**src/rtl/flash_prog_pkg.sv**
```systemverilog
// Package for the flash page programming sequencer: address map, result bit layout,
// page geometry, carried structs and state enumeration.
// Assumes a 32-bit CPU address space with flash, download RAM and source memories.
package flash_prog_pkg;
    // Page geometry
    localparam int PAGE_BYTES = 128;
    localparam int PAGE_IDX_W = 7;
    // Flash window in the CPU address space
    localparam logic [31:0] FLASH_BASE = 32'h0000_0000;
    localparam logic [31:0] FLASH_LIMIT = 32'h0007_FFFF;
    // Area holding the downloaded routine, in on-chip RAM
    localparam logic [31:0] DL_BASE = 32'h00FF_B000;
    localparam logic [31:0] DL_LIMIT = 32'h00FF_BFFF;
    // Supported frequency setting, in units of 10 kHz
    localparam logic [15:0] FREQ_MIN = 16'h0320;
    localparam logic [15:0] FREQ_MAX = 16'h09C4;
    // Result bit positions
    localparam int BIT_SUCCESS = 0;
    localparam int BIT_FREQ = 1;
    localparam int BIT_BRANCH = 2;
    localparam int BIT_DEST = 1;
    localparam int BIT_SRC = 2;
    localparam logic [7:0] RESULT_RESET = 8'h00;
    localparam logic [6:0] ALIGN_ZERO = 7'h00;
    // Byte written from the source memory into the flash
    typedef struct packed {
        logic [31:0] addr;
        logic [7:0] data;
    } flash_write_t;
    // Parameter set handed in by software
    typedef struct packed {
        logic [31:0] reg_a;
        logic [31:0] reg_b;
    } call_params_t;
    typedef enum logic [2:0] {IDLE, CHECK, FETCH, WAIT_RD, WRITE, DONE} seq_state_t;
endpackage : flash_prog_pkg

```
**src/rtl/page_buffer.sv**
```systemverilog
// Page staging buffer: 128 bytes, one write port and one registered read port.
// Assumes writer and reader share clk_in.
`timescale 1ns/1ps
`default_nettype none
module page_buffer
    import flash_prog_pkg::*;
(
    // Clock
    input wire logic clk_in,
    // Write port
    input wire logic wr_en_in,
    input wire logic [PAGE_IDX_W-1:0] wr_idx_in,
    input wire logic [7:0] wr_data_in,
    // Read port
    input wire logic [PAGE_IDX_W-1:0] rd_idx_in,
    output logic [7:0] rd_data_out
);
    // Storage array, no reset so it maps to RAM
    logic [7:0] mem [PAGE_BYTES];

    // Write and registered read
    always_ff @(posedge clk_in) begin
        if (wr_en_in) begin
            mem[wr_idx_in] <= wr_data_in;
        end
        rd_data_out <= mem[rd_idx_in];
    end
endmodule : page_buffer
`default_nettype wire

```
**src/rtl/flash_program_param_check.sv**
```systemverilog
// Flash page programming sequencer with parameter checks and pass/fail result.
// Assumes a source memory answering a read one cycle after its strobe, and a flash
// write port that takes one byte per strobe.
// Programming parameters arrive as one struct and are latched once per call,
// so the caller need hold nothing after the request edge.
// Operation
// - Initialization result bits seven to three zero
// - Bit two flags bad branch address
// - Bit one flags unsupported frequency
// - Bit zero flags initialization failure
// - Destination outside flash is an error
// - Unaligned destination sets destination error bit
// - Valid request writes 128 consecutive bytes
// - Source inside flash sets source error bit
// - Source bytes fetched sequentially from start
// - Eight-bit result returned on completion
// - Bit one destination, bit two source error
`timescale 1ns/1ps
`default_nettype none
module flash_program_param_check
    import flash_prog_pkg::*;
(
    // Clock and reset
    input wire logic clk_in,
    input wire logic rst_in,
    // Initialization call
    input wire logic init_req_in,
    input wire logic [15:0] freq_setting_in,
    input wire logic [31:0] branch_addr_in,
    // Programming call
    input wire logic prog_req_in,
    input wire call_params_t params_in,
    // Result back to the caller
    output logic [7:0] result_reg_low_out,
    output logic done_out,
    output logic busy_out,
    // Source memory read port
    output logic src_rd_out,
    output logic [31:0] src_addr_out,
    input wire logic [7:0] src_data_in,
    // Flash write port
    output logic flash_wr_out,
    output flash_write_t flash_write_out
);
    // Address range helpers, used for several checks
    function automatic logic in_flash(input logic [31:0] a);
        in_flash = (a >= FLASH_BASE) && (a <= FLASH_LIMIT);
    endfunction : in_flash

    // Area of the downloaded routine; a branch or a source there is refused
    function automatic logic in_download(input logic [31:0] a);
        in_download = (a >= DL_BASE) && (a <= DL_LIMIT);
    endfunction : in_download

    // Sequencer registers
    seq_state_t state; // Sequencer state
    logic [31:0] dest_start_address; // Latched destination
    logic [31:0] source_start_address; // Latched source
    logic [PAGE_IDX_W:0] count; // Byte counter, one bit wider
    logic dest_addr_error; // Held check result
    logic source_addr_error; // Held check result
    logic [7:0] rd_data; // Buffer read data
    logic [PAGE_IDX_W-1:0] idx; // Low counter bits

    // Parameter checks, computed from latched values
    // The whole page must fit in flash, not just its first byte
    wire dest_outside = !in_flash(dest_start_address) ||
        !in_flash(dest_start_address + 32'h0000_007F);
    wire dest_unaligned = dest_start_address[6:0] != ALIGN_ZERO;
    wire src_bad = in_flash(source_start_address) ||
        in_download(source_start_address);
    wire any_error = dest_outside || dest_unaligned || src_bad;
    wire last_byte = count == 8'(PAGE_BYTES - 1);
    assign idx = count[PAGE_IDX_W-1:0];

    // Initialization checks
    // Sampled straight from the call inputs; the answer is ready one edge later
    wire branch_bad = (branch_addr_in != 32'h0000_0000) &&
        in_download(branch_addr_in);
    wire freq_bad = (freq_setting_in < FREQ_MIN) || (freq_setting_in > FREQ_MAX);

    // Initialization answer; reserved bits seven to three are constant zero
    wire [7:0] init_result = {5'h00, branch_bad, freq_bad,
        branch_bad | freq_bad};
    // Programming answer from the flags held since the check state; the
    // success/fail bit is simply the OR of the two address errors
    wire [7:0] prog_result = {5'h00, source_addr_error, dest_addr_error,
        source_addr_error | dest_addr_error};

    // Staging strobe: the byte answered by the source lands in the buffer
    wire buf_wr_en = state == WAIT_RD;
    // The buffer read port is registered, so the byte leaving it belongs
    // to the previous index; the flash address trails the counter by one
    wire [PAGE_IDX_W-1:0] write_offset = 7'(count - 8'h01);
    wire [31:0] write_addr = dest_start_address + {25'h0000000, write_offset};
    // First write cycle only primes the buffer read and writes nothing
    wire write_prime = count == 8'h00;
    // Counter has passed the last staged byte
    wire write_last = count == 8'(PAGE_BYTES);

    // Page buffer keeps fetched bytes until the whole page is in
    // Write and read share the counter index, one pass each
    page_buffer u_buf (
        .clk_in(clk_in),
        .wr_en_in(buf_wr_en),
        .wr_idx_in(idx),
        .wr_data_in(src_data_in),
        .rd_idx_in(idx),
        .rd_data_out(rd_data)
    );

    // Handshake outputs
    assign busy_out = state != IDLE;
    assign src_rd_out = state == FETCH;
    // Source address walks up from the latched start, one byte per fetch
    assign src_addr_out = source_start_address + {24'h000000, count};

    // Main sequencer: idle, check, then 128 fetch and stage pairs, then 129
    // write cycles, then the answer. Staging the whole page first keeps every
    // check ahead of the first flash strobe, at the cost of a 128-byte buffer
    // and a second pass over it.
    always_ff @(posedge clk_in) begin
        if (rst_in) begin
            // Idle, no strobes, result cleared
            state <= IDLE;
            dest_start_address <= 32'h0000_0000;
            source_start_address <= 32'h0000_0000;
            count <= '0;
            dest_addr_error <= 1'b0;
            source_addr_error <= 1'b0;
            result_reg_low_out <= RESULT_RESET;
            done_out <= 1'b0;
            flash_wr_out <= 1'b0;
            flash_write_out <= '0;
        end else begin
            // Strobes are one-cycle pulses unless a state raises them
            done_out <= 1'b0;
            flash_wr_out <= 1'b0;
            case (state)
                // Only this state looks at requests; calls while busy are lost
                // Waiting for a call; initialization wins when both arrive
                IDLE: begin
                    if (init_req_in) begin
                        // Upper bits are reserved and read zero
                        result_reg_low_out <= init_result;
                        done_out <= 1'b1;
                    end else if (prog_req_in) begin
                        // Parameters latched once; caller owns their format
                        dest_start_address <= params_in.reg_a;
                        source_start_address <= params_in.reg_b;
                        state <= CHECK;
                    end
                end

                // One cycle to register the check flags
                CHECK: begin
                    // All checks settle before any flash write
                    // Flags are kept for the answer; any error skips the fetch
                    dest_addr_error <= dest_outside | dest_unaligned;
                    source_addr_error <= src_bad;
                    count <= '0;
                    if (any_error) begin
                        state <= DONE;
                    end else begin
                        state <= FETCH;
                    end
                end

                // Strobe the source for the byte at the counter
                FETCH: begin
                    // Short pages arrive already padded with FF by the caller
                    state <= WAIT_RD;
                end

                // Source answers now; the buffer stages it at this edge
                WAIT_RD: begin
                    if (last_byte) begin
                        // Whole page staged, rewind for the write pass
                        count <= '0;
                        state <= WRITE;
                    end else begin
                        // Next byte of the source buffer
                        count <= count + 8'h01;
                        state <= FETCH;
                    end
                end

                // One byte to the flash per cycle, in ascending order
                WRITE: begin
                    // Read data lags one cycle, so write the previous index
                    if (!write_prime) begin
                        flash_wr_out <= 1'b1;
                        flash_write_out.addr <= write_addr;
                        flash_write_out.data <= rd_data;
                    end
                    // Index 128 flushes the last byte out of the buffer
                    if (write_last) begin
                        state <= DONE;
                    end else begin
                        count <= count + 8'h01;
                    end
                end

                // Answer the programming call and return to idle
                DONE: begin
                    result_reg_low_out <= prog_result;
                    done_out <= 1'b1;
                    state <= IDLE;
                end

                // Unused encodings fall back to idle
                default: begin
                    state <= IDLE;
                end
            endcase
        end
    end
endmodule : flash_program_param_check
`default_nettype wire

```
**config.mk**
```make
export PLATFORM = sky130hd
export DESIGN_NAME = flash_program_param_check
export DESIGN_NICKNAME = d
export VERILOG_FILES = /design/src/rtl/flash_prog_pkg.sv /design/src/rtl/page_buffer.sv /design/src/rtl/flash_program_param_check.sv
export SDC_FILE = /design/constraint.sdc
export NUM_CORES = 1
export LEC_CHECK = 0
export BUFFER_PORTS_ARGS = -buffer_cell sky130_fd_sc_hd__buf_2
export CAP_MARGIN = 40
export CELL_PAD_IN_SITES_DETAIL_PLACEMENT = 0
export CELL_PAD_IN_SITES_GLOBAL_PLACEMENT = 2
export CORE_UTILIZATION = 43
export CTS_CLUSTER_SIZE = 16
export DETAILED_ROUTE_END_ITERATION = 16
export GPL_ROUTABILITY_DRIVEN = 0
export GPL_TIMING_DRIVEN = 0
export PLACE_DENSITY_LB_ADDON = 0.1
export SETUP_SLACK_MARGIN = 0.05
export SLEW_MARGIN = 10
export SYNTH_ARGS = -nofsm -noshare
export SYNTH_HDL_FRONTEND = slang
export SYNTH_HIERARCHICAL = 1
export SYNTH_SLANG_ARGS = --single-unit
```
**constraint.sdc**
```tcl
create_clock -name clk_in -period 2.99 [get_ports clk_in]
set_input_delay 0.299 -clock clk_in [delete_from_list [all_inputs] [get_ports clk_in]]
set_output_delay 0.299 -clock clk_in [all_outputs]
set_load 0.02 [all_outputs]
```
# Word level (Yosys, flattened, before mapping)
# Memory sizes are Yosys's and may differ from the RTL's. A register that Yosys moved wholly into a read port is not among the register bits.
# Index checks and enable logic that the tools add are counted.
[totals]
rom_bits = 0
ram_bits = 1024
output_inout_bits = 84
latchBits = 0
mem_count = 1
wordCells = 89
regBits = 127
inputBits = 124
[op_classes]
eq_ne = 12
n_lt_le_gt_ge = 12
n_mul = 0
n_mux = 16
n_reduce_logical = 26
div_mod_pow = 0
shift = 0
n_addsub = 5
n_bitwise = 6
[memory_table]
columns = ["memory", "depth", "word_bits", "read_ports", "rd_clocked_by_memory_dff", "wr", "line_no", "rtl"]
rows = [
  ["u_buf.mem", 128, 8, 1, 1, 1, "page_buffer.sv:19", "logic [7:0] mem [PAGE_BYTES];"],
]
[op_table]
columns = ["cell", "n"]
rows = [
  ["32-bit by 1-bit >= comparator with 1-bit output, second input constant", 3],
  ["32-bit by 19-bit less-or-equal comparator with 1-bit output, second input constant", 3],
  ["32-bit by 24-bit >= comparator with 1-bit output, second input constant", 2],
  ["32-bit by 24-bit less-or-equal comparator with 1-bit output, second input constant", 2],
  ["32-bit by 7-bit adder with 32-bit output", 1],
  ["32-bit by 7-bit adder with 32-bit output, second input constant", 1],
  ["32-bit by 8-bit adder with 32-bit output", 1],
  ["32-bit nonzero test", 1],
  ["8-bit two-way mux", 3],
  ["8-bit one-hot mux with 3 select lines", 1],
  ["16-bit by 12-bit greater-than comparator with 1-bit output, second input constant", 1],
  ["16-bit by 10-bit less-than comparator with 1-bit output, second input constant", 1],
  ["8-bit one-hot mux with 2 select lines", 1],
  ["3-bit two-way mux", 5],
  ["3-bit one-hot mux with 5 select lines", 1],
  ["2-bit != test, second input constant", 5],
  ["8-bit by 1-bit adder with 8-bit output, second input constant", 1],
  ["8-bit by 7-bit == test with 1-bit output, second input constant", 1],
  ["8-bit == test, second input constant", 1],
  ["8-bit zero test", 1],
  ["7-bit nonzero test", 1],
  ["7-bit by 1-bit subtractor with 7-bit output, second input constant", 1],
  ["3-bit by 2-bit == test with 1-bit output, second input constant", 2],
  ["3-bit == test, second input constant", 2],
  ["other kinds (14)", 35],
]

# Logic depth before layout (Yosys ltp)
# Gate-level depths: netlist of run 1.
[depth]
word_depth = 9
ltp_mapped = 13
mapped_depth_nobuf = 11

# Hierarchy
# Netlist of run 1, hierarchy kept.
[modules_own_cells]
columns = ["mod", "area_each_um2", "seq_area_each_um2", "cells_per_inst", "n_inst"]
rows = [
  ["page_buffer", 39665.5, 30909.6, 1635, 1],
  ["flash_program_param_check", 6563.8, 2442.3, 857, 1],
]

# Worst setup path after synthesis of run 1
# Ideal clock, no wire load.
[synth_path]
path_kind = "register -> register"
startpoint = "register count[0]"
endpoint = "register u_buf.rd_data_out[0] (read register of u_buf.mem)"
setup_time_ns = 0.121
synth_period_minus_slack_ns = 2.984
path_buffers = 2
t_arrival_ns = 2.864
path_slack_ns = 0.006
stages_incl_launch_ff = 7
t_required_ns = 2.869
cell_sequence = "dfxtp_1 > clkbuf_1 > buf_1 > mux4_2 > mux4_2 > mux4_2 > mux2_2"
[synth_rtl]
columns = ["item", "line_no", "rtl"]
rows = [
  ["start: declaration", "flash_program_param_check.sv:59", "logic [PAGE_IDX_W:0] count;"],
  ["start signal: assignment", "flash_program_param_check.sv:183", "count <= count + 8'h01;"],
  ["start signal: assignment", "flash_program_param_check.sv:200", "count <= count + 8'h01;"],
  ["end: declaration", "page_buffer.sv:16", "output logic [7:0] rd_data_out"],
]

==> results of run 1 <==
-- cell usage after synthesis (13+ instances only) --
| cell type | n | area share (%) |
|---|---|---|
| o21ai_0 | 16 | 0.17 |
| nor4_1 | 16 | 0.22 |
| dfxtp_1 | 130 | 5.6 |
| ha_1 | 17 | 0.46 |
| or3_1 | 14 | 0.19 |
| clkbuf_1 | 87 | 0.71 |
| mux4_2 | 336 | 16 |
| buf_4 | 17 | 0.28 |
| nor3_1 | 20 | 0.22 |
| a211oi_1 | 18 | 0.29 |
| buf_2 | 20 | 0.22 |
| xor2_1 | 13 | 0.25 |
| inv_1 | 16 | 0.13 |
| buf_1 | 20 | 0.16 |
| nand4_1 | 19 | 0.26 |
| nand2_1 | 198 | 1.6 |
| a21oi_1 | 110 | 1.2 |
| edfxtp_1 | 1024 | 67 |
| nor2_1 | 180 | 1.5 |
| nand3_1 | 45 | 0.49 |
| xnor2_1 | 35 | 0.66 |
-- state kept, by name (all words and copies together), names as in the netlist, 3 cells and up --
register,count
count,8
dest_start_address,32
flash_write_out,40
result_reg_low_out,3
source_start_address,32
state,3
u_buf/mem,1024
u_buf/rd_data_out,8
-- power by group --
group,total [W],switching [W],internal [W]
combinational,0.00607,0.00320,0.00287
clock,0.0147,0.00625,0.00846
sequential,0.0180,0.000265,0.0178
-- worst max path at each step --
| stage | endpoint | slack, ns | cells past startpoint |
|---|---|---|---|
| 2_1_floorplan | flash_write_out[34] | 0.02 | 11 |
| 3_3_place_gp | u_buf/rd_data_out[2] | -1.36 | 6 |
| 3_5_place_dp | u_buf/rd_data_out[0] | -1.06 | 7 |
| 4_1_cts | src_addr_out[24] | -0.30 | 9 |
| 5_1_grt | src_addr_out[24] | -0.34 | 9 |
| 6_report | u_buf/rd_data_out[1] | -0.29 | 9 |
-- cells by family (layout without fill, tap and decap cells) --
| family | Yosys count | after routing | synth area share (%) |
|---|---|---|---|
| flops | 1154 | 1154 | 72.14 |
| simple gates | 562 | 562 | 5.570 |
| mux | 345 | 345 | 16.59 |
| compound gates | 200 | 200 | 2.671 |
| buf+inv | 163 | 766 | 1.564 |
| xor+xnor | 48 | 48 | 0.9094 |
| fa+ha+maj | 19 | 19 | 0.5467 |
| other cells | 1 | 5 | 0.008112 |
-- routing by layer --
layer,up-vias,routed length [µm]
met5,-,13
met4,2,3764
met3,180,7112
met2,826,64090
met1,13550,53170
li1,11090,-
-- worst max-delay path, delay by kind of cell (launching register included) --
| family | cells | cell delay [ns] |
|---|---|---|
| flops | 1 | 0.39 |
| mux | 4 | 1.99 |
| buf+inv | 5 | 0.75 |
-- cells in the final DEF, fill, tap and decap left out, drive strengths merged, types with 5 or more instances in the layout --
master       Yosys  routed
nor4            16      16
or4             11      11
a21o            10      10
or3             14      14
o21a             5       5
inv             16      20
nor3b            8       8
xor2            13      13
clkinvlp         0       9
conb             1       5
xnor2           35      35
nor2           180     180
clkinv           0      65
mux4           336     336
and3             8       8
nand2          199     199
dlygate4sd3      0      69
and4             7       7
buf             60     371
ha              17      17
a211oi          19      19
nand4           20      20
nor3            20      20
nor2b            9       9
nand3           45      45
clkbuf          87     221
o21ai           18      18
edfxtp        1024    1024
o31ai            7       7
nand3b           5       5
dfxtp          130     130
a311oi          11      11
mux2             8       8
nand2b           8       8
a21oi          110     110
bufinv           0      11
-- cell type report --
cell class                      count  area, µm²  share of cell area [%]
Inverter                           16      60.06                  0.1052
Clock buffer                      138       3133                   5.490
Buffer                            145       1172                   2.054
Multi-Input combinational cell   1179      13520                   23.69
Clock inverter                     89      790.8                   1.386
Tap cell                         1391       1740                   3.050
Sequential cell                  1154      33390                   58.51
Timing Repair Buffer              378       3262                   5.715
-- through the flow --
stage	cells	utilization [%]	power [W]	worst slack, ns	setup TNS, ns
2_1_floorplan	2496	-	0.02136	0.01767	0
3_3_place_gp	4076	46.22	0.02316	-1.363	-804.04
3_5_place_dp	4111	46.76	0.02325	-1.061	-626.89
4_1_cts	4472	53.40	0.03894	-0.2987	-5.149
5_1_grt	4490	53.91	0.04005	-0.3424	-7.586
6_report	4490	53.91	0.03880	-0.2938	-3.671
-- what timing repair did --
item / CTS / global route
endpoints found under the setup margin: 944 / 626
gates resized for setup: 452 / 98
buffers inserted: 57 / 20
gates cloned: 10 / 2
pin swaps: 47 / 44
hold buffers: 69 / 0
hold endpoints to repair: 177 / 0
==> impl_metrics.py, run 1 <==
metrics = {
    "outcome": {
        "status": "finished, violations left",
        "violations": "setup timing",
    },
    "cts": {
        "clock_tree.root_cell": "clkbuf_16",
        "htreeDepth": 3,
        "cts.path.max_buffers": 3,
        "cts_tree": "yes",
        "cts_sinks": 1154,
        "clk_transition_reported_paths_ns": 0.06,
        "clkLatencyLatePin_ns": 0.72,
        "cts_buffers": 120,
    },
    "synth": {
        "yosysWarnings": 6,
        "synth_seq_cells": 1154,
        "synth_area_um2": 46230,
        "synth.yosys.seq_area_share_pct": 72.14,
        "async_flop_share_pct": 0,
        "avgSynthCellArea_um2": 18.55,
        "synthFlopType": "edfxtp_1",
        "syn-instance-count": 2492,
        "synth_edf_count": 1024,
        "synth.distinct_cells": 62,
    },
    "hold_path": {
        "hold-path-endpoint": "result_reg_low_out[2]",
        "min_path_type": "in -> reg",
        "min_path_cells": 5,
        "worstHoldStart": "branch_addr_in[31]",
    },
    "placement": {
        "io_buffers": 189,
        "placed_area_um2": 49500,
        "place_hpwl_um": 85400,
    },
    "setup_path": {
        "critPathCaptureType": "register",
        "worstSetupStartpointType": "register",
        "reg2regPathDepth": 9,
        "cp.arrival_ns": 3.85,
        "cp_max_fo": 5,
        "path_cells": "buf_12 -> clkbuf_16 -> buf_12 -> buf_16 -> buf_12 -> mux4_2 -> mux4_2 -> mux4_2 -> mux2_4",
        "slowest_delay_ns": 0.59,
        "r2r_end": "u_buf/rd_data_out[1]",
        "r2r_start": "count[0]",
        "cp_slowest_cell": "mux4_2",
        "crit_type": "reg -> reg",
        "r2r_slack_ns": -0.29,
        "cp-startpoint": "count[0]",
        "worstPathRequired_ns": 3.55,
    },
    "global_routing": {
        "grt_remaining_overflow": 0,
        "grt_pass1_vias": 25900,
        "antenna_found_initial": 3,
        "grt_busiest_layer": "met2",
        "track_usage_pct": 23.70,
        "grt_max_degree": 105,
        "use_met3_pct": 3.111,
        "grt_util_met2_pct": 39.54,
        "grtUsageMet1_pct": 32.42,
        "grt_pass1_wl_um": 183400,
    },
    "timing": {
        "finalCritPeriodShare_pct": 109.8,
        "clock_skew_ns": 0.04779,
        "setup_viol": 31,
        "slew_violations": 0,
        "max_slew_margin_pct": 38.86,
        "timing_hold_violations_final": 0,
        "fin_crit_ns": 3.284,
        "grt_setup_unrepaired": "true",
        "max_freq_ghz": 0.3045,
        "setup_ws_ns": -0.2938,
        "fin_hold_ws_ns": 0.06302,
        "tightestPinTransition_ns": 0.9149,
    },
    "floorplanning": {
        "die_w_um": 329.9,
        "num_io_pins": 208,
        "die-area_um2": 108800,
        "fp.dieH_um": 329.9,
        "start_util_pct": 43.67,
        "coreArea_um2": 105900,
        "num_rows": 119,
    },
    "final_layout": {
        "fillers": 8340,
        "area_growth_pct": 23.45,
        "antenna_cells": 0,
        "layout.nets": 3137,
        "layout-drive-gt1-share_pct": 37.21,
        "stdcell_area_um2": 57070,
    },
    "run": {
        "maxCapViolCount": 0,
    },
    "drt": {
        "wirelength_um": 128100,
        "vias": 25650,
        "wl_per_cell_um": 28.54,
        "first_pass_iters": 8,
        "antenna_left": 0,
        "drt-initial-drc-count": 2165,
        "routed_via_density": 5.712,
        "drc_errors": 0,
    },
    "pwr": {
        "ir_worst_vdd_uv": 520.1,
        "p_per_area_nw_per_um2": 679.8,
        "p_leak_nw": 18.02,
    },
}
No activity file was read; power rests on OpenSTA's default activity.
==> run 2: changes to the inputs <==
--- a/config.mk
+++ b/config.mk
@@ -9,6 +9,7 @@
 export CAP_MARGIN = 40
 export CELL_PAD_IN_SITES_DETAIL_PLACEMENT = 0
 export CELL_PAD_IN_SITES_GLOBAL_PLACEMENT = 2
+export CORE_ASPECT_RATIO = 0.5
 export CORE_UTILIZATION = 43
 export CTS_CLUSTER_SIZE = 16
 export DETAILED_ROUTE_END_ITERATION = 16
@@ -16,7 +17,7 @@
 export GPL_TIMING_DRIVEN = 0
 export PLACE_DENSITY_LB_ADDON = 0.1
 export SETUP_SLACK_MARGIN = 0.05
-export SLEW_MARGIN = 10
+export SLEW_MARGIN = 25
 export SYNTH_ARGS = -nofsm -noshare
 export SYNTH_HDL_FRONTEND = slang
 export SYNTH_HIERARCHICAL = 1
==> run 2 against run 1 <==
The flow still finishes with violations (setup timing). Highest routed layer unchanged. Clock power fell by 6%. Combinational power shrank 3.5%. Critical endpoint is now u_buf/rd_data_out[5]. Via count fell by 0.26%.
==> impl_metrics.py, run 2 (same netlist as run 1, synthesis figures left out) <==
metrics = {
    "final_layout": {
        "top_regs": "u_buf/mem: 1024 flops, flash_write_out: 40 flops",
        "area_growth_pct": 22.35,
        "layout.nets": 3113,
        "largest_reg_flops": 1024,
        "antenna_cells": 0,
        "layout-drive-gt1-share_pct": 35.71,
        "final_common_cell": "edfxtp_1",
        "final_cell_mix": "1,024 x edfxtp_1, 336 x mux4_2, 190 x nand2_1",
        "regMostFlops": "u_buf/mem",
    },
    "pwr": {
        "p_leak_nw": 17.77,
        "ir_worst_vdd_uv": 426.6,
        "p_per_area_nw_per_um2": 666.4,
    },
    "outcome": {
        "status": "finished, violations left",
        "violations": "setup timing",
    },
    "hold_path": {
        "min_path_cells": 1,
        "min_path_type": "in -> reg",
    },
    "setup_path": {
        "worstPathRequired_ns": 3.57,
        "path_cells": "buf_6 -> buf_12 -> clkbuf_16 -> buf_16 -> buf_12 -> mux4_2 -> mux4_2 -> mux4_2 -> mux2_4",
        "crit_type": "reg -> reg",
        "cp_slowest_cell": "mux4_2",
        "slowest_delay_ns": 0.58,
        "cp.arrival_ns": 3.87,
        "worstSetupStartpointType": "register",
        "reg2regPathDepth": 9,
        "critPathCaptureType": "register",
        "cp_max_fo": 7,
        "cpMostUsedCell": "mux4_2",
    },
    "timing": {
        "tightestPinTransition_ns": 0.8396,
        "clock_skew_ns": 0.03634,
        "max_slew_margin_pct": 43.82,
        "tns_ns": -3.623,
        "setup_ws_ns": -0.3015,
        "slew_violations": 0,
        "fin_crit_ns": 3.291,
        "setup_viol": 28,
        "grt_setup_unrepaired": "true",
        "timing_hold_violations_final": 0,
        "fin_hold_ws_ns": 0.02929,
        "max_freq_ghz": 0.3038,
        "finalCritPeriodShare_pct": 110.1,
    },
    "global_routing": {
        "grt_pass1_wl_um": 179900,
        "antenna_found_initial": 9,
        "track_usage_pct": 23.34,
        "grt_remaining_overflow": 0,
        "grt_max_degree": 97,
        "grt_pass1_vias": 25040,
    },
    "run": {
        "maxCapViolCount": 0,
    },
    "cts": {
        "clkLatencyLatePin_ns": 0.72,
        "clk_transition_reported_paths_ns": 0.06,
        "cts_sinks": 1154,
        "cts_tree": "yes",
        "cts_buffers": 104,
        "htreeDepth": 3,
        "clock_tree.root_cell": "clkbuf_16",
        "cts.path.max_buffers": 3,
    },
    "floorplanning": {
        "start_util_pct": 43.68,
        "coreArea_um2": 105800,
        "die-area_um2": 108900,
        "fp.dieH_um": 233.9,
        "die_w_um": 465.7,
        "num_io_pins": 208,
        "num_rows": 84,
    },
    "placement": {
        "io_buffers": 189,
        "preCtsSetupSlack_ns": -1.075,
        "place_hpwl_um": 85110,
    },
    "drt": {
        "wl_per_cell_um": 28.15,
        "routed_via_density": 5.713,
        "antenna_left": 0,
        "drt-initial-drc-count": 2604,
        "drc_errors": 0,
        "wirelength_um": 126000,
        "vias": 25580,
        "first_pass_iters": 5,
    },
}
## run 2: cell types whose count changed in the layout (fill, tap and decap cells not counted), moves of 6 or more
cell / change
clkbuf_16: -20
clkinv_2: -12
nor2_2: -11
buf_4: -10
clkinvlp_4: -8
nor2_1: +8
clkinv_1: -6
or4_1: +6
or4_4: -6
## run 2: power by group
part	switching, W	leakage, nW	internal (W)	total [W]
Clock	0.00599	1.71	0.00782	0.0138
Sequential	0.000275	10.3	0.0177	0.0180
Combinational	0.00314	5.79	0.00272	0.00586
## run 2: cell type report
| cell class | instances | area (µm²) |
|---|---|---|
| Fill cell | 8419 | 49270 |
| Sequential cell | 1154 | 33390 |
| Multi-Input combinational cell | 1179 | 13440 |
| Timing Repair Buffer | 370 | 3251 |
| Clock buffer | 129 | 2779 |
| Tap cell | 1419 | 1775 |
| Buffer | 145 | 1150 |
| Clock inverter | 65 | 721.9 |
| Inverter | 16 | 60.06 |
## run 2: worst max-delay path: cells and delay by family, from the launching register on
family	cells	cell delay, ns
buffers and inverters	5	0.77
flip-flops	1	0.38
multiplexers	4	1.98
## run 2: final timing paths
check | startpoint | to | slack [ns]
setup / recovery | count[0] | u_buf/rd_data_out[5] | -0.30
hold / removal | src_data_in[6] | u_buf/mem[83][6] | 0.03
setup reg to reg | count[0] | u_buf/rd_data_out[5] | -0.30
hold reg to reg | u_buf/rd_data_out[0] | flash_write_out[0] | 0.44
## run 2: what timing repair did
action,4_1_cts,5_1_grt
hold buffers,69,0
gates resized for setup,389,114
pin swaps,22,55
buffers inserted,22,26
hold endpoints to repair,169,0
endpoints found under the setup margin,1021,706
cloned,7,0
## run 2: metrics by stage
step	cells	util [%]	total power (W)	instance area, µm²
after floorplan	2496	-	0.02136	46250
final	4477	53.44	0.03770	56560
after detailed placement	4147	46.96	0.02330	49700
after CTS	4437	52.63	0.03786	55710
after global placement	4104	46.27	0.02322	48970
after global routing	4477	53.44	0.03903	56560
## run 2: routing by layer
metal,global-route usage [%],vias to the layer above,share of wire (%)
li1,-,11040,-
met1,34.91,13490,45
met2,35.46,892,45
met3,5.182,157,8.0
met4,4.270,4,1.8
met5,0,-,0.021
==> run 3: changes to the inputs <==
--- a/config.mk
+++ b/config.mk
@@ -16,6 +16,7 @@
 export GPL_ROUTABILITY_DRIVEN = 0
 export GPL_TIMING_DRIVEN = 0
 export PLACE_DENSITY_LB_ADDON = 0.1
+export REMOVE_ABC_BUFFERS = 1
 export SETUP_SLACK_MARGIN = 0.05
 export SLEW_MARGIN = 25
 export SYNTH_ARGS = -nofsm -noshare
==> run 3 against run 2 <==
The flow still finishes with violations (setup timing). Sequential cell count is the same. Power grew 2.5%. Combinational power grew 13%. Clock skew shrank 0.0033 ns. Cell count grew 0.74%. Via count is essentially flat. Register-to-register slack lost 0.03 ns. Clock-buffer cell count grew 10. Critical path type unchanged. Largest power group unchanged.
==> impl_metrics.py, run 3 (same netlist as run 1, synthesis figures left out) <==
metrics = {
    "pwr": {
        "p_per_area_nw_per_um2": 667.6,
        "clockPowerShare_pct": 36.3,
        "p_int_w": 0.02918,
        "switching_share_pct": 24.51,
        "p_sw_w": 0.009476,
        "ir_worst_vdd_uv": 419.8,
        "comb_power_share_pct": 17.1,
        "p_seq_share_pct": 46.6,
        "p_leak_nw": 18.49,
    },
    "placement": {
        "preCtsSetupSlack_ns": -1.201,
        "io_buffers": 190,
        "place_hpwl_um": 71780,
        "place_inst": 4052,
        "placed_area_um2": 49910,
    },
    "timing": {
        "fin_hold_ws_ns": 0.09628,
        "timing_hold_violations_final": 0,
        "setup_viol": 40,
        "tns_ns": -5.969,
        "grt_setup_unrepaired": "true",
        "max_freq_ghz": 0.3013,
        "fin_crit_ns": 3.319,
        "finalCritPeriodShare_pct": 111.0,
        "clock_skew_ns": 0.03303,
        "max_slew_margin_pct": 33.58,
        "setup_ws_ns": -0.3293,
        "slew_violations": 0,
        "tightestPinTransition_ns": 0.9935,
    },
    "global_routing": {
        "grt_max_degree": 101,
        "grt_remaining_overflow": 0,
        "grt_pass1_wl_um": 176200,
        "grt_pass1_vias": 25420,
        "track_usage_pct": 22.51,
        "antenna_found_initial": 6,
    },
    "floorplanning": {
        "num_rows": 84,
        "fp.dieH_um": 233.9,
        "num_io_pins": 208,
        "coreArea_um2": 105800,
        "start_util_pct": 43.68,
        "die_w_um": 465.7,
        "die-area_um2": 108900,
    },
    "final_layout": {
        "layout.nets": 3152,
        "layout-drive-gt1-share_pct": 38.34,
        "antenna_cells": 0,
        "stdcell_count": 4510,
        "largest_reg_flops": 1024,
        "final_cell_mix": "1,024 x edfxtp_1, 336 x mux4_2, 190 x nand2_1",
        "final_common_cell": "edfxtp_1",
        "regMostFlops": "u_buf/mem",
        "top_regs": "u_buf/mem: 1024 flops, flash_write_out: 40 flops",
        "area_growth_pct": 25.25,
        "stdcell_area_um2": 57900,
    },
    "cts": {
        "cts_buffers": 104,
        "clock_tree.root_cell": "clkbuf_16",
        "clk_transition_reported_paths_ns": 0.07,
        "cts_tree": "yes",
        "htreeDepth": 3,
        "cts.path.max_buffers": 3,
        "clkLatencyLatePin_ns": 0.72,
        "cts_sinks": 1154,
    },
    "setup_path": {
        "path_cells": "buf_4 -> buf_12 -> buf_12 -> buf_16 -> buf_16 -> buf_16 -> mux4_2 -> mux4_2 -> mux4_2 -> mux2_4",
        "slowest_delay_ns": 0.63,
        "critPathCaptureType": "register",
        "cp-startpoint": "count[0]",
        "cp.arrival_ns": 3.91,
        "r2r_slack_ns": -0.33,
        "reg2regPathDepth": 10,
        "cp_max_fo": 8,
        "r2r_start": "count[0]",
        "cp_slowest_cell": "mux4_2",
        "crit_path_end": "u_buf/rd_data_out[6]",
        "worstSetupStartpointType": "register",
        "worstPathRequired_ns": 3.58,
        "r2r_end": "u_buf/rd_data_out[6]",
        "crit_type": "reg -> reg",
    },
    "outcome": {
        "status": "finished, violations left",
        "violations": "setup timing",
    },
    "run": {
        "maxCapViolCount": 0,
    },
    "drt": {
        "wirelength_um": 122000,
        "drt-initial-drc-count": 2321,
        "routed_via_density": 5.668,
        "antenna_left": 0,
        "vias": 25560,
        "first_pass_iters": 5,
        "drc_errors": 0,
        "wl_per_cell_um": 27.04,
    },
    "hold_path": {
        "worstHoldStart": "freq_setting_in[15]",
        "min_path_type": "in -> reg",
    },
}
==> run 3: cell count changes in the layout (fill, tap and decap cells not counted), moves of 6 or more <==
cell,previous run,this run
clkbuf_2,20,0
nor2_4,77,36
buf_4,87,159
buf_8,13,7
nor2_2,21,57
clkbuf_1,71,25
clkinv_1,23,14
dlygate4sd3_1,69,101
buf_1,8,0
clkinvlp_4,1,7
buf_2,171,162
bufbuf_16,2,9
clkinv_2,19,12
buf_16,20,42
==> run 3: critical path, delay by kind of cell, from the launching register on <==
kind	cells	cell delay, ns
flops	1	0.35
buf+inv	6	0.76
mux	4	2.05
==> run 3: per-stage QoR <==
stage / power [W] / util [%]
2_1_floorplan: 0.02111 / -
3_3_place_gp: 0.02199 / 45.64
3_5_place_dp: 0.02314 / 47.15
4_1_cts: 0.03868 / 53.82
5_1_grt: 0.04002 / 54.71
6_report: 0.03866 / 54.71
==> run 3: worst min-delay path by stage <==
stage	to	slack [ns]	depth (start not counted)
2_1_floorplan	dest_start_address[0]	0.37	1
6_report	result_reg_low_out[1]	0.1	5
3_3_place_gp	flash_write_out[6]	0.42	2
3_5_place_dp	flash_write_out[0]	0.43	2
4_1_cts	result_reg_low_out[1]	0.04	5
5_1_grt	result_reg_low_out[2]	0.1	5
==> run 3: cell type report <==
cell class | instances | area (µm²)
clock inverters | 49 | 669.4
flip-flops and latches | 1154 | 33390
well taps | 1419 | 1775
inverters | 16 | 82.58
fillers | 8260 | 47930
repair buffers | 552 | 5635
multi-input cells | 1181 | 13470
clock buffers | 139 | 2879
==> run 3: per-layer routing <==
layer  track usage (%)  wire length, µm  vias to the layer above
met5                 0                0                        -
met1             32.32            54460                    13530
li1                  -                -                    11130
met2             35.12            56900                      762
met4             5.250             2472                        0
met3             5.170             8128                      150
==> run 3: power groups by stage <==
stage,Clock (W),Combinational (W),Sequential [W]
after global routing,0.0149,0.00704,0.0180
after floorplan,0,0.00249,0.0186
final,0.0140,0.00660,0.0180
after global placement,0,0.00331,0.0187
after detailed placement,0,0.00478,0.0184
after CTS,0.0143,0.00634,0.0180
==> run 3: what timing repair did <==
item / 4_1_cts / 5_1_grt
gates resized for setup: 252 / 132
endpoints found under the setup margin: 1025 / 338
buffers inserted: 99 / 46
endpoints found under the hold margin: 306 / 0
hold buffers: 101 / 0
gates cloned: 24 / 2
pin swaps: 39 / 69
